### src/hdl/fmsp_pkg.sv
package fmsp_pkg;

    // register offsets on the plain register port
    localparam int ADDR_W = 3;
    localparam logic [2:0] OFS_CTRL = 3'h0;
    localparam logic [2:0] OFS_DATA = 3'h1;
    localparam logic [2:0] OFS_POWER = 3'h2;
    localparam logic [2:0] OFS_T2CTRL = 3'h3;
    localparam logic [2:0] OFS_T2RLD_LO = 3'h4;
    localparam logic [2:0] OFS_T2RLD_HI = 3'h5;

    // serial_control_reg fields
    localparam int CTRL_RI = 0;
    localparam int CTRL_TI = 1;
    localparam int CTRL_RB8 = 2;
    localparam int CTRL_TB8 = 3;
    localparam int CTRL_REN = 4;
    localparam int CTRL_SM2 = 5;
    localparam int CTRL_SM_LO = 6;
    localparam int CTRL_SM_HI = 7;

    // power_control_reg and timer2_control_reg fields
    localparam int POWER_DOUBLE = 7;
    localparam int T2CTRL_RCLK = 5;
    localparam int T2CTRL_TRANSMIT_CLOCK_SELECT = 4;

    // reset values
    localparam logic [7:0] CTRL_RST = 8'h00;
    localparam logic [7:0] DATA_RST = 8'h00;
    localparam logic [15:0] T2RLD_RST = 16'h0000;

    // mode codes as {mode_select_hi, mode_select_lo}
    localparam logic [1:0] MODE_SHIFT = 2'h0;
    localparam logic [1:0] MODE_UART8 = 2'h1;
    localparam logic [1:0] MODE_FIX9 = 2'h2;

    // timing counts, in core clocks or in sixteen-times ticks
    localparam int M0_DIV = 12;
    localparam logic [3:0] M0_CNT_LAST = 4'(M0_DIV - 1);
    localparam logic [3:0] M0_CNT_RISE = 4'(M0_DIV / 2);
    localparam logic [2:0] M0_LAST_BIT = 3'h7;
    localparam logic [1:0] FIX_PRE_SLOW = 2'h3;
    localparam logic [1:0] FIX_PRE_FAST = 2'h1;
    localparam logic [3:0] SUB_LAST = 4'hF;
    localparam logic [3:0] SUB_MID = 4'h7;
    localparam logic [3:0] TX_LAST_8 = 4'h9;
    localparam logic [3:0] TX_LAST_9 = 4'hA;
    localparam logic [3:0] RX_LAST = 4'h8;
    localparam logic [15:0] T2_TOP = 16'hFFFF;

    typedef enum logic [1:0] {TX_IDLE, TX_WAIT, TX_SEND} fmsp_tx_st_t;
    typedef enum logic [1:0] {RX_IDLE, RX_START, RX_DATA} fmsp_rx_st_t;
    typedef enum logic [1:0] {M0_IDLE, M0_TX, M0_RX} fmsp_m0_st_t;

    typedef struct packed {
        logic [ADDR_W-1:0] addr;
        logic [7:0] wdata;
        logic wr;
        logic rd;
    } fmsp_bus_req_t;

    typedef struct packed {
        logic [7:0] ctrl;
        logic [7:0] rx_buf;
        logic double_rate_bit;
        logic rclk;
        logic transmit_clock_select;
        logic [15:0] t2_reload;
        logic [15:0] t2_count;
        logic t2_half;
        logic [1:0] pre;
        logic t1_half;
        fmsp_tx_st_t tx_st;
        logic [10:0] tx_frame;
        logic [3:0] tx_idx;
        logic [3:0] tx_sub;
        fmsp_rx_st_t rx_st;
        logic [8:0] rx_shift;
        logic [3:0] rx_idx;
        logic [3:0] rx_sub;
        logic rxd_prev;
        fmsp_m0_st_t m0_st;
        logic [3:0] m0_cnt;
        logic [2:0] m0_idx;
        logic [7:0] m0_shift;
        logic txd;
        logic rxd_out;
        logic rxd_oe_n;
        logic [7:0] rdata;
    } fmsp_state_t;

endpackage

### src/hdl/fmsp_uart.sv
// Overview of operation
// RL1 - both mode bits clear: 8-bit shift register on receive pin, clock on transmit pin
// RL2 - shift-register receive starts only with receive enable 1 and receive flag 0
// RL3 - shift-register bit rate is core clock divided by twelve, fixed
// RL4 - mode 1 frame: start 0, eight data bits LSB first, stop 1
// RL5 - any data buffer write starts transmit; mode 1 loads stop 1 as ninth bit
// RL6 - async modes set transmit flag when stop bit starts on the pin
// RL7 - async receiver detects falling edge, skips start, shifts eight data bits
// RL8 - async receive starts on start bit only while receive enable is set
// RL9 - mode 1 frame end: data to buffer, stop bit to received ninth bit
// RL10 - receive flag set only if flag 0 and multiprocessor off or stop 1
// RL11 - modes 2 and 3: eleven-bit frame with software ninth bit
// RL12 - mode 2 rate core clock over 64, or over 32 with double rate
// RL13 - 9-bit transmit loads data and ninth bit, starts at next bit boundary
// RL14 - 9-bit receive: data to buffer, ninth bit to received ninth bit flag
// RL15 - 9-bit modes with multiprocessor enable: no receive flag if ninth bit 0
// RL16 - mode 3 uses 9-bit framing with timer-derived bit rate
// RL17 - timer 1 rate: two to double-rate bit over 32 times overflow rate
// RL18 - software picks timer 1 reload to reach the wanted rate
// RL19 - timer 1 interrupt should stay off while it makes the rate
// RL20 - timer 2 rate: sixteen overflows per bit
// RL21 - timer 2 counts every two core clocks from its 16-bit reload value
// RL22 - receive and transmit clock selects pick timer 2 independently
// RL23 - start bit checked at mid-bit; line high again abandons reception
module fmsp_uart
    import fmsp_pkg::*;
(
    // clock and reset
    input wire logic sys_clk,
    input wire logic rstn,
    // register port
    input wire fmsp_bus_req_t reg_req,
    output logic [7:0] reg_rdata,
    // timer 1 overflow pulse from outside
    input wire logic timer1_overflow,
    // serial pins
    input wire logic rxd_in,
    output logic rxd_out,
    output logic rxd_oe_n,
    output logic txd
);

    fmsp_state_t s;
    fmsp_state_t next_s;

    logic [1:0] mode;
    logic mode_shift;
    logic mode_uart8;
    logic wr_ctrl;
    logic wr_data;
    logic fixed_tick;
    logic t1_tick;
    logic t2_on;
    logic t2_ovf;
    logic rx_tick;
    logic tx_tick;
    logic [3:0] tx_last;
    logic [8:0] rx_new;

    assign mode = {s.ctrl[CTRL_SM_HI], s.ctrl[CTRL_SM_LO]};
    assign mode_shift = (mode == MODE_SHIFT);
    assign mode_uart8 = (mode == MODE_UART8);
    assign wr_ctrl = reg_req.wr && (reg_req.addr == OFS_CTRL);
    assign wr_data = reg_req.wr && (reg_req.addr == OFS_DATA);

    // RL12 fixed prescaler: 16 ticks of 4 or 2 core clocks per bit
    assign fixed_tick = (s.pre == 2'h0);

    // RL17 timer 1 overflow halved unless double rate is set
    assign t1_tick = timer1_overflow && (s.double_rate_bit || s.t1_half);

    // RL21 timer 2 advances every second core clock
    assign t2_on = s.rclk || s.transmit_clock_select;
    assign t2_ovf = t2_on && s.t2_half && (s.t2_count == T2_TOP);

    // RL22 per-direction tick source
    // RL20 overflow is one tick
    // RL16 mode 3 timer rate
    assign rx_tick = (mode == MODE_FIX9) ? fixed_tick : (s.rclk ? t2_ovf : t1_tick);
    assign tx_tick = (mode == MODE_FIX9) ? fixed_tick : (s.transmit_clock_select ? t2_ovf : t1_tick);

    // RL4 ten-bit frame
    // RL11 eleven-bit frame
    assign tx_last = mode_uart8 ? TX_LAST_8 : TX_LAST_9;
    assign rx_new = {rxd_in, s.rx_shift[8:1]};

    always_comb begin
        next_s = s;

        // register writes first, so that hardware flag sets below win
        if (wr_ctrl) begin
            next_s.ctrl = reg_req.wdata;
        end
        if (reg_req.wr && (reg_req.addr == OFS_POWER)) begin
            next_s.double_rate_bit = reg_req.wdata[POWER_DOUBLE];
        end
        if (reg_req.wr && (reg_req.addr == OFS_T2CTRL)) begin
            next_s.rclk = reg_req.wdata[T2CTRL_RCLK];
            next_s.transmit_clock_select = reg_req.wdata[T2CTRL_TRANSMIT_CLOCK_SELECT];
        end
        if (reg_req.wr && (reg_req.addr == OFS_T2RLD_LO)) begin
            next_s.t2_reload[7:0] = reg_req.wdata;
        end
        if (reg_req.wr && (reg_req.addr == OFS_T2RLD_HI)) begin
            next_s.t2_reload[15:8] = reg_req.wdata;
        end

        // read data stand only in the cycle after the strobe
        next_s.rdata = 8'h00;
        if (reg_req.rd) begin
            case (reg_req.addr)
                OFS_CTRL: next_s.rdata = s.ctrl;
                OFS_DATA: next_s.rdata = s.rx_buf;
                OFS_POWER: next_s.rdata = {s.double_rate_bit, 7'h00};
                OFS_T2CTRL: next_s.rdata = {2'h0, s.rclk, s.transmit_clock_select, 4'h0};
                OFS_T2RLD_LO: next_s.rdata = s.t2_reload[7:0];
                OFS_T2RLD_HI: next_s.rdata = s.t2_reload[15:8];
                default: next_s.rdata = 8'h00;
            endcase
        end

        // fixed-rate prescaler
        if (s.pre == 2'h0) begin
            next_s.pre = s.double_rate_bit ? FIX_PRE_FAST : FIX_PRE_SLOW;
        end else begin
            next_s.pre = s.pre - 2'h1;
        end

        if (timer1_overflow) begin
            next_s.t1_half = ~s.t1_half;
        end

        // RL21 timer 2 reload counter, stopped when neither direction uses it
        if (t2_on) begin
            next_s.t2_half = ~s.t2_half;
            if (s.t2_half) begin
                next_s.t2_count = (s.t2_count == T2_TOP) ? s.t2_reload : s.t2_count + 16'h1;
            end
        end else begin
            next_s.t2_half = 1'b0;
            next_s.t2_count = s.t2_reload;
        end

        // asynchronous transmitter; sub counter runs free so bit edges stay aligned
        if (tx_tick) begin
            next_s.tx_sub = s.tx_sub + 4'h1;
        end
        case (s.tx_st)
            TX_IDLE: begin
                // the shift engine owns the pin while it runs in mode 0
                if (s.m0_st == M0_IDLE) begin
                    next_s.txd = 1'b1;
                end
            end
            TX_WAIT: begin
                // RL13 shifting begins at the next bit boundary
                if (tx_tick && (s.tx_sub == SUB_LAST)) begin
                    next_s.txd = s.tx_frame[0];
                    next_s.tx_frame = {1'b1, s.tx_frame[10:1]};
                    next_s.tx_idx = 4'h0;
                    next_s.tx_st = TX_SEND;
                end
            end
            TX_SEND: begin
                if (tx_tick && (s.tx_sub == SUB_LAST)) begin
                    if (s.tx_idx == tx_last) begin
                        next_s.txd = 1'b1;
                        next_s.tx_st = TX_IDLE;
                    end else begin
                        next_s.txd = s.tx_frame[0];
                        next_s.tx_frame = {1'b1, s.tx_frame[10:1]};
                        next_s.tx_idx = s.tx_idx + 4'h1;
                        // RL6 flag rises with the first cycle of the stop bit
                        if ((s.tx_idx + 4'h1) == tx_last) begin
                            next_s.ctrl[CTRL_TI] = 1'b1;
                        end
                    end
                end
            end
            default: begin
                next_s.tx_st = TX_IDLE;
            end
        endcase

        // asynchronous receiver
        next_s.rxd_prev = rxd_in;
        case (s.rx_st)
            RX_IDLE: begin
                // RL7 falling edge
                // RL8 receive enable gate
                if (!mode_shift && s.ctrl[CTRL_REN] && s.rxd_prev && !rxd_in) begin
                    next_s.rx_st = RX_START;
                    next_s.rx_sub = 4'h0;
                end
            end
            RX_START: begin
                if (rx_tick) begin
                    next_s.rx_sub = s.rx_sub + 4'h1;
                    // RL23 mid-bit check of the start bit
                    if (s.rx_sub == SUB_MID) begin
                        if (rxd_in) begin
                            next_s.rx_st = RX_IDLE;
                        end else begin
                            next_s.rx_sub = 4'h0;
                            next_s.rx_idx = 4'h0;
                            next_s.rx_st = RX_DATA;
                        end
                    end
                end
            end
            RX_DATA: begin
                if (rx_tick) begin
                    next_s.rx_sub = s.rx_sub + 4'h1;
                    if (s.rx_sub == SUB_LAST) begin
                        // RL7 data bits enter LSB first
                        next_s.rx_shift = rx_new;
                        next_s.rx_idx = s.rx_idx + 4'h1;
                        if (s.rx_idx == RX_LAST) begin
                            next_s.rx_st = RX_IDLE;
                            // RL10 flag free check
                            // RL15 ninth bit filter
                            if (!s.ctrl[CTRL_RI] && (!s.ctrl[CTRL_SM2] || rx_new[8])) begin
                                // RL9 stop to flag
                                // RL14 ninth to flag
                                next_s.rx_buf = rx_new[7:0];
                                next_s.ctrl[CTRL_RB8] = rx_new[8];
                                next_s.ctrl[CTRL_RI] = 1'b1;
                            end
                        end
                    end
                end
            end
            default: begin
                next_s.rx_st = RX_IDLE;
            end
        endcase

        // RL1 shift-register engine
        // RL3 twelve clocks per bit
        case (s.m0_st)
            M0_IDLE: begin
                next_s.txd = (s.tx_st == TX_IDLE) ? 1'b1 : next_s.txd;
                next_s.rxd_oe_n = 1'b1;
                // RL2 receive waits for enable set and flag clear
                // a control write may be dropping receive enable, so wait a cycle
                if (mode_shift && !wr_data && !wr_ctrl &&
                    s.ctrl[CTRL_REN] && !next_s.ctrl[CTRL_RI]) begin
                    next_s.m0_st = M0_RX;
                    next_s.m0_cnt = 4'h0;
                    next_s.m0_idx = 3'h0;
                    next_s.txd = 1'b0;
                end
            end
            M0_TX, M0_RX: begin
                next_s.m0_cnt = s.m0_cnt + 4'h1;
                if (s.m0_cnt == M0_CNT_RISE) begin
                    next_s.txd = 1'b1;
                    if (s.m0_st == M0_RX) begin
                        next_s.m0_shift = {rxd_in, s.m0_shift[7:1]};
                    end
                end
                if (s.m0_cnt == M0_CNT_LAST) begin
                    next_s.m0_cnt = 4'h0;
                    next_s.m0_idx = s.m0_idx + 3'h1;
                    if (s.m0_st == M0_TX) begin
                        next_s.m0_shift = {1'b1, s.m0_shift[7:1]};
                        next_s.rxd_out = s.m0_shift[1];
                    end
                    next_s.txd = 1'b0;
                    if (s.m0_idx == M0_LAST_BIT) begin
                        next_s.m0_st = M0_IDLE;
                        next_s.txd = 1'b1;
                        next_s.rxd_oe_n = 1'b1;
                        next_s.rxd_out = 1'b1;
                        if (s.m0_st == M0_TX) begin
                            next_s.ctrl[CTRL_TI] = 1'b1;
                        end else begin
                            next_s.rx_buf = s.m0_shift;
                            next_s.ctrl[CTRL_RI] = 1'b1;
                        end
                    end
                end
            end
            default: begin
                next_s.m0_st = M0_IDLE;
            end
        endcase

        // a mode change drops whatever frame is in flight, since framing and
        // pin roles differ between modes; flags take the control write unless an engine sets one in the same cycle
        if (wr_ctrl && (reg_req.wdata[CTRL_SM_HI:CTRL_SM_LO] != mode)) begin
            next_s.tx_st = TX_IDLE;
            next_s.rx_st = RX_IDLE;
            next_s.m0_st = M0_IDLE;
            next_s.txd = 1'b1;
            next_s.rxd_out = 1'b1;
            next_s.rxd_oe_n = 1'b1;
        end

        // RL5 a data buffer write starts transmission in every mode
        if (wr_data) begin
            if (mode_shift) begin
                // RL1 data leaves on the receive pin, clock on the transmit pin
                next_s.m0_st = M0_TX;
                next_s.m0_cnt = 4'h0;
                next_s.m0_idx = 3'h0;
                next_s.m0_shift = reg_req.wdata;
                next_s.rxd_out = reg_req.wdata[0];
                next_s.rxd_oe_n = 1'b0;
                next_s.txd = 1'b0;
            end else begin
                // RL5 mode 1 stop bit
                // RL13 software ninth bit
                next_s.tx_frame = {1'b1, (mode_uart8 ? 1'b1 : s.ctrl[CTRL_TB8]),
                                   reg_req.wdata, 1'b0};
                next_s.tx_st = TX_WAIT;
            end
        end
    end

    always_ff @(posedge sys_clk or negedge rstn) begin
        if (!rstn) begin
            s <= '0;
            s.ctrl <= CTRL_RST;
            s.rx_buf <= DATA_RST;
            s.t2_reload <= T2RLD_RST;
            s.t2_count <= T2RLD_RST;
            s.tx_st <= TX_IDLE;
            s.tx_frame <= '1;
            s.rx_st <= RX_IDLE;
            s.rxd_prev <= 1'b1;
            s.m0_st <= M0_IDLE;
            s.txd <= 1'b1;
            s.rxd_out <= 1'b1;
            s.rxd_oe_n <= 1'b1;
        end else begin
            s <= next_s;
        end
    end

    assign reg_rdata = s.rdata;
    assign rxd_out = s.rxd_out;
    assign rxd_oe_n = s.rxd_oe_n;
    assign txd = s.txd;

endmodule

### config.mk
export PLATFORM = sky130hd
export DESIGN_NAME = fmsp_uart
export DESIGN_NICKNAME = d
export VERILOG_FILES = /design/src/hdl/fmsp_pkg.sv /design/src/hdl/fmsp_uart.sv
export SDC_FILE = /design/constraint.sdc
export NUM_CORES = 1
export LEC_CHECK = 0
export BUFFER_PORTS_ARGS = -buffer_cell sky130_fd_sc_hd__buf_4
export CAP_MARGIN = 20
export CORE_ASPECT_RATIO = 1.4
export CORE_MARGIN = 5
export CORE_UTILIZATION = 50
export CTS_BUF_LIST = sky130_fd_sc_hd__clkbuf_4 sky130_fd_sc_hd__clkbuf_8 sky130_fd_sc_hd__clkbuf_16
export DETAILED_ROUTE_END_ITERATION = 6
export PLACE_DENSITY_LB_ADDON = 0.3
export SETUP_SLACK_MARGIN = 0.3
export SYNTH_ARGS = -nofsm -noshare
export SYNTH_HDL_FRONTEND = slang
export SYNTH_SLANG_ARGS = --single-unit
### constraint.sdc
create_clock -name sys_clk -period 4.1 [get_ports sys_clk]
set_clock_uncertainty 0.15 [all_clocks]
set_input_delay 0.41 -clock sys_clk [delete_from_list [all_inputs] [get_ports sys_clk]]
set_output_delay 0.41 -clock sys_clk [all_outputs]
set_load 0.05 [all_outputs]
==> results.sh <==
export IMPL_hold_slack_ns=0.03622
export IMPL_hold_viol_final=0
export IMPL_slowest_stage="a2111oi_0"
export IMPL_worstPathMaxFanout=11
export IMPL_synthFlopType="dfrtp_1"
export IMPL_clockRootBuffer="clkbuf_16"
export IMPL_cts_buffers_inserted=17
export IMPL_route_detailed_drc=0
export IMPL_status="completed"
export IMPL_crit_type="input port to flip-flop"
export IMPL_clock_sinks=123
export IMPL_r2r_start="s[29]"
export IMPL_crit_required_ns=4.23
export IMPL_hp_class="input port to flip-flop"
export IMPL_fin_crit_sh_pct=73.97
export IMPL_pin_count=28
export IMPL_p_per_area_nw_per_um2=608.6
export IMPL_areaGrowthSynthToFinish_pct=12.90
export IMPL_die_h_um=149.1
export IMPL_grt_pass1_vias=5624
export IMPL_globalRouteOverflowTotal=0
export IMPL_clk_path_buf_depth=2
export IMPL_cts_tree="built"
export IMPL_max_stage_delay_ns=0.90
export IMPL_ff2ff_setup_slack_ns=1.07
export IMPL_wl_per_cell_um=18.56
export IMPL_drt_total_wl_um=16890
export IMPL_grt_usage_pct=22.03
export IMPL_ctsHoldBuffers=2
export IMPL_crit_chain="dlygate4sd3_1 -> buf_4 -> inv_1 -> a2111oi_0 -> nand3_1 -> mux2i_1 -> o21ai_0"
export IMPL_htreeDepth=4
export IMPL_grt_busiest_layer="met2"
export IMPL_worstHoldEndpoint="s[69]"
export IMPL_synthArstFlopShare_pct=100.0
export IMPL_ir_drop_mv=0.4254
export IMPL_num_antenna_cells=0
export IMPL_hpwl_um=11980
export IMPL_layout_min_cycle_time_ns=3.033
export IMPL_final_area_um2=7806
export IMPL_layout_commonest_cell="dfrtp_1"
export IMPL_timing_fmax_mhz=329.7
export IMPL_grt_first_pass_wirelength_um=28190
export IMPL_die_w_um=109.4
export IMPL_layout_nets=754
export IMPL_route_vias_total=5443
export IMPL_met2_usage_pct=37.38
export IMPL_fp_coreArea_um2=13450
export IMPL_reg2regPathDepth=6
export IMPL_final_cell_mix="dfrtp_1, nand2_1, o21ai_0"
export IMPL_hold_start="timer1_overflow"
export IMPL_initial_core_util_pct=51.40
export IMPL_dieArea_um2=16310
export IMPL_relSlewSlack_pct=28.16
export IMPL_cts_reportedPaths_clkPinSlew_ns=0.06
export IMPL_drive_gt1_share_pct=18.96
export IMPL_use_met3_pct=4.201
export IMPL_io_buffer_count=27
export IMPL_worstReg2RegEnd="s[115]"
export IMPL_antenna_found_initial=0
export IMPL_critPathCaptureType="flip-flop"
export IMPL_startpoint_type="input port"
export IMPL_leakagePower_nw=3.326
export IMPL_firstDrtPassIters=5
export IMPL_synth_seq_cells=123
export IMPL_synth_edf_count=0
export IMPL_dpl_cell_area_um2=7162
export IMPL_clkLatencyLatePin_ns=0.41
export IMPL_fillers=1120
export IMPL_ant_nets=0
export IMPL_ys_seq_area_share_pct=44.79
export IMPL_grt_max_degree=71
export IMPL_synth_cell_type_count=80
export IMPL_syn_inst=703
export IMPL_postCtsSetupBuffers=0
export IMPL_syn_area_per_cell_um2=9.835
export IMPL_syn_area_um2=6914
export IMPL_gp_congestion=0.8697
export IMPL_maxSlewViolCount=0
export IMPL_power_total_mw=4.751
export IMPL_synth_warnings=0
export IMPL_worst_pin_slew_ns=1.050
export IMPL_syn_nets=742
export IMPL_maxCapViolations=0
export IMPL_via_per_inst=5.981
export IMPL_hold_depth=2
export IMPL_setup_violations=0
export IMPL_arrival_ns=3.16
export IMPL_dr_first_iter_drc_count=428
export IMPL_cts_resized_gates=0
export IMPL_rows=50
export IMPL_rsz0062_at_grt="false"
export IMPL_grt_use_met1_pct=26.58
export IMPL_tns_ns=0
export IMPL_postLayoutCoreUtil_pct=58.04
## critical path, delay by kind of cell
kind	cells	cell delay, ns
buffers and inverters	3	0.73
and+or+nand+nor	1	0.68
AOI/OAI and AO/OA	2	1.01
muxes	1	0.31
## where the power goes
group	internal, mW	switching [mW]
Sequential	1.56	0.290
Clock	1.03	0.522
Combinational	0.561	0.783
Total	3.16	1.60
## area by class of cell
cell class	instances	area, µm²	share of cell area (%)
multi-input cells	498	3447	44.16
clock buffers	25	504.2	6.459
repair buffers	35	267.8	3.430
well taps	182	227.7	2.917
inverters	40	150.1	1.923
flip-flops and latches	123	3097	39.67
clock inverters	7	112.6	1.443
## through the flow
| step | setup WS, ns | cells |
|---|---|---|
| floorplan | 1.750 | 703 |
| global placement | 1.130 | 875 |
| detailed placement | 1.082 | 875 |
| CTS | 1.028 | 909 |
| global route | 0.7788 | 910 |
| finish | 1.067 | 910 |
## worst max-delay path by stage
stage / endpoint / slack (ns) / start
5_1_grt: s[113] / 0.78 / s[29]
6_report: s[115] / 1.07 / rxd_in
2_1_floorplan: rx_new[3] / 1.75 / mode[0]
4_1_cts: s[115] / 1.03 / s[29]
3_5_place_dp: s[108] / 1.08 / s[29]
3_3_place_gp: s[111] / 1.13 / s[29]
## state kept, by name, indices dropped and copies added, names as in the netlist
name	flops
mode	2
rxd_out	1
s	102
rxd_oe_n	1
rx_new	8
txd	1
reg_rdata	8
## cell families (layout without fill, tap and decap cells)
family	after synthesis	in the layout	synth area share, %
AND/OR/NAND/NOR	224	224	16.54
multiplexers	57	57	10.31
flip-flops	123	123	44.79
AO/OA/AOI/OAI	187	187	18.01
adder cells (fa/ha/maj)	22	22	3.981
buffers and inverters	82	107	5.356
XOR/XNOR	8	8	1.013
## Yosys cell counts, drive strengths merged, types with 4 or more instances
| cell | number | area, µm² |
|---|---|---|
| dfrtp | 108 | 2703 |
| nand4 | 12 | 75.07 |
| or2 | 4 | 25.02 |
| and2 | 4 | 25.02 |
| a211oi | 4 | 30.03 |
| o31ai | 4 | 43.79 |
| mux2i | 18 | 180.2 |
| xnor2 | 6 | 52.55 |
| o21ai | 54 | 270.3 |
| a21oi | 48 | 244.0 |
| a21o | 5 | 37.54 |
| and3 | 6 | 37.54 |
| nor3b | 4 | 40.03 |
| o22ai | 5 | 31.28 |
| mux4 | 7 | 157.7 |
| o21a | 4 | 30.03 |
| ha | 22 | 275.3 |
| buf | 18 | 128.9 |
| inv | 40 | 150.1 |
| dfstp | 15 | 394.1 |
| mux2 | 32 | 375.4 |
| a31oi | 12 | 102.6 |
| nor3 | 17 | 101.4 |
| and4 | 5 | 43.79 |
| o22a | 6 | 52.55 |
| nor2b | 13 | 81.33 |
| o32a | 8 | 80.08 |
| nor2 | 45 | 168.9 |
| nand2b | 9 | 56.30 |
| clkbuf | 24 | 91.33 |
| nand2 | 69 | 261.5 |
| nand3 | 22 | 110.1 |
## per-layer routing
layer	vias to the layer above	share of wire, %
met3	49	3.9
li1	2563	-
met2	145	51
met4	0	4.2
met5	-	0
met1	2686	41
Note: power is estimated with default switching activity, not from simulation.
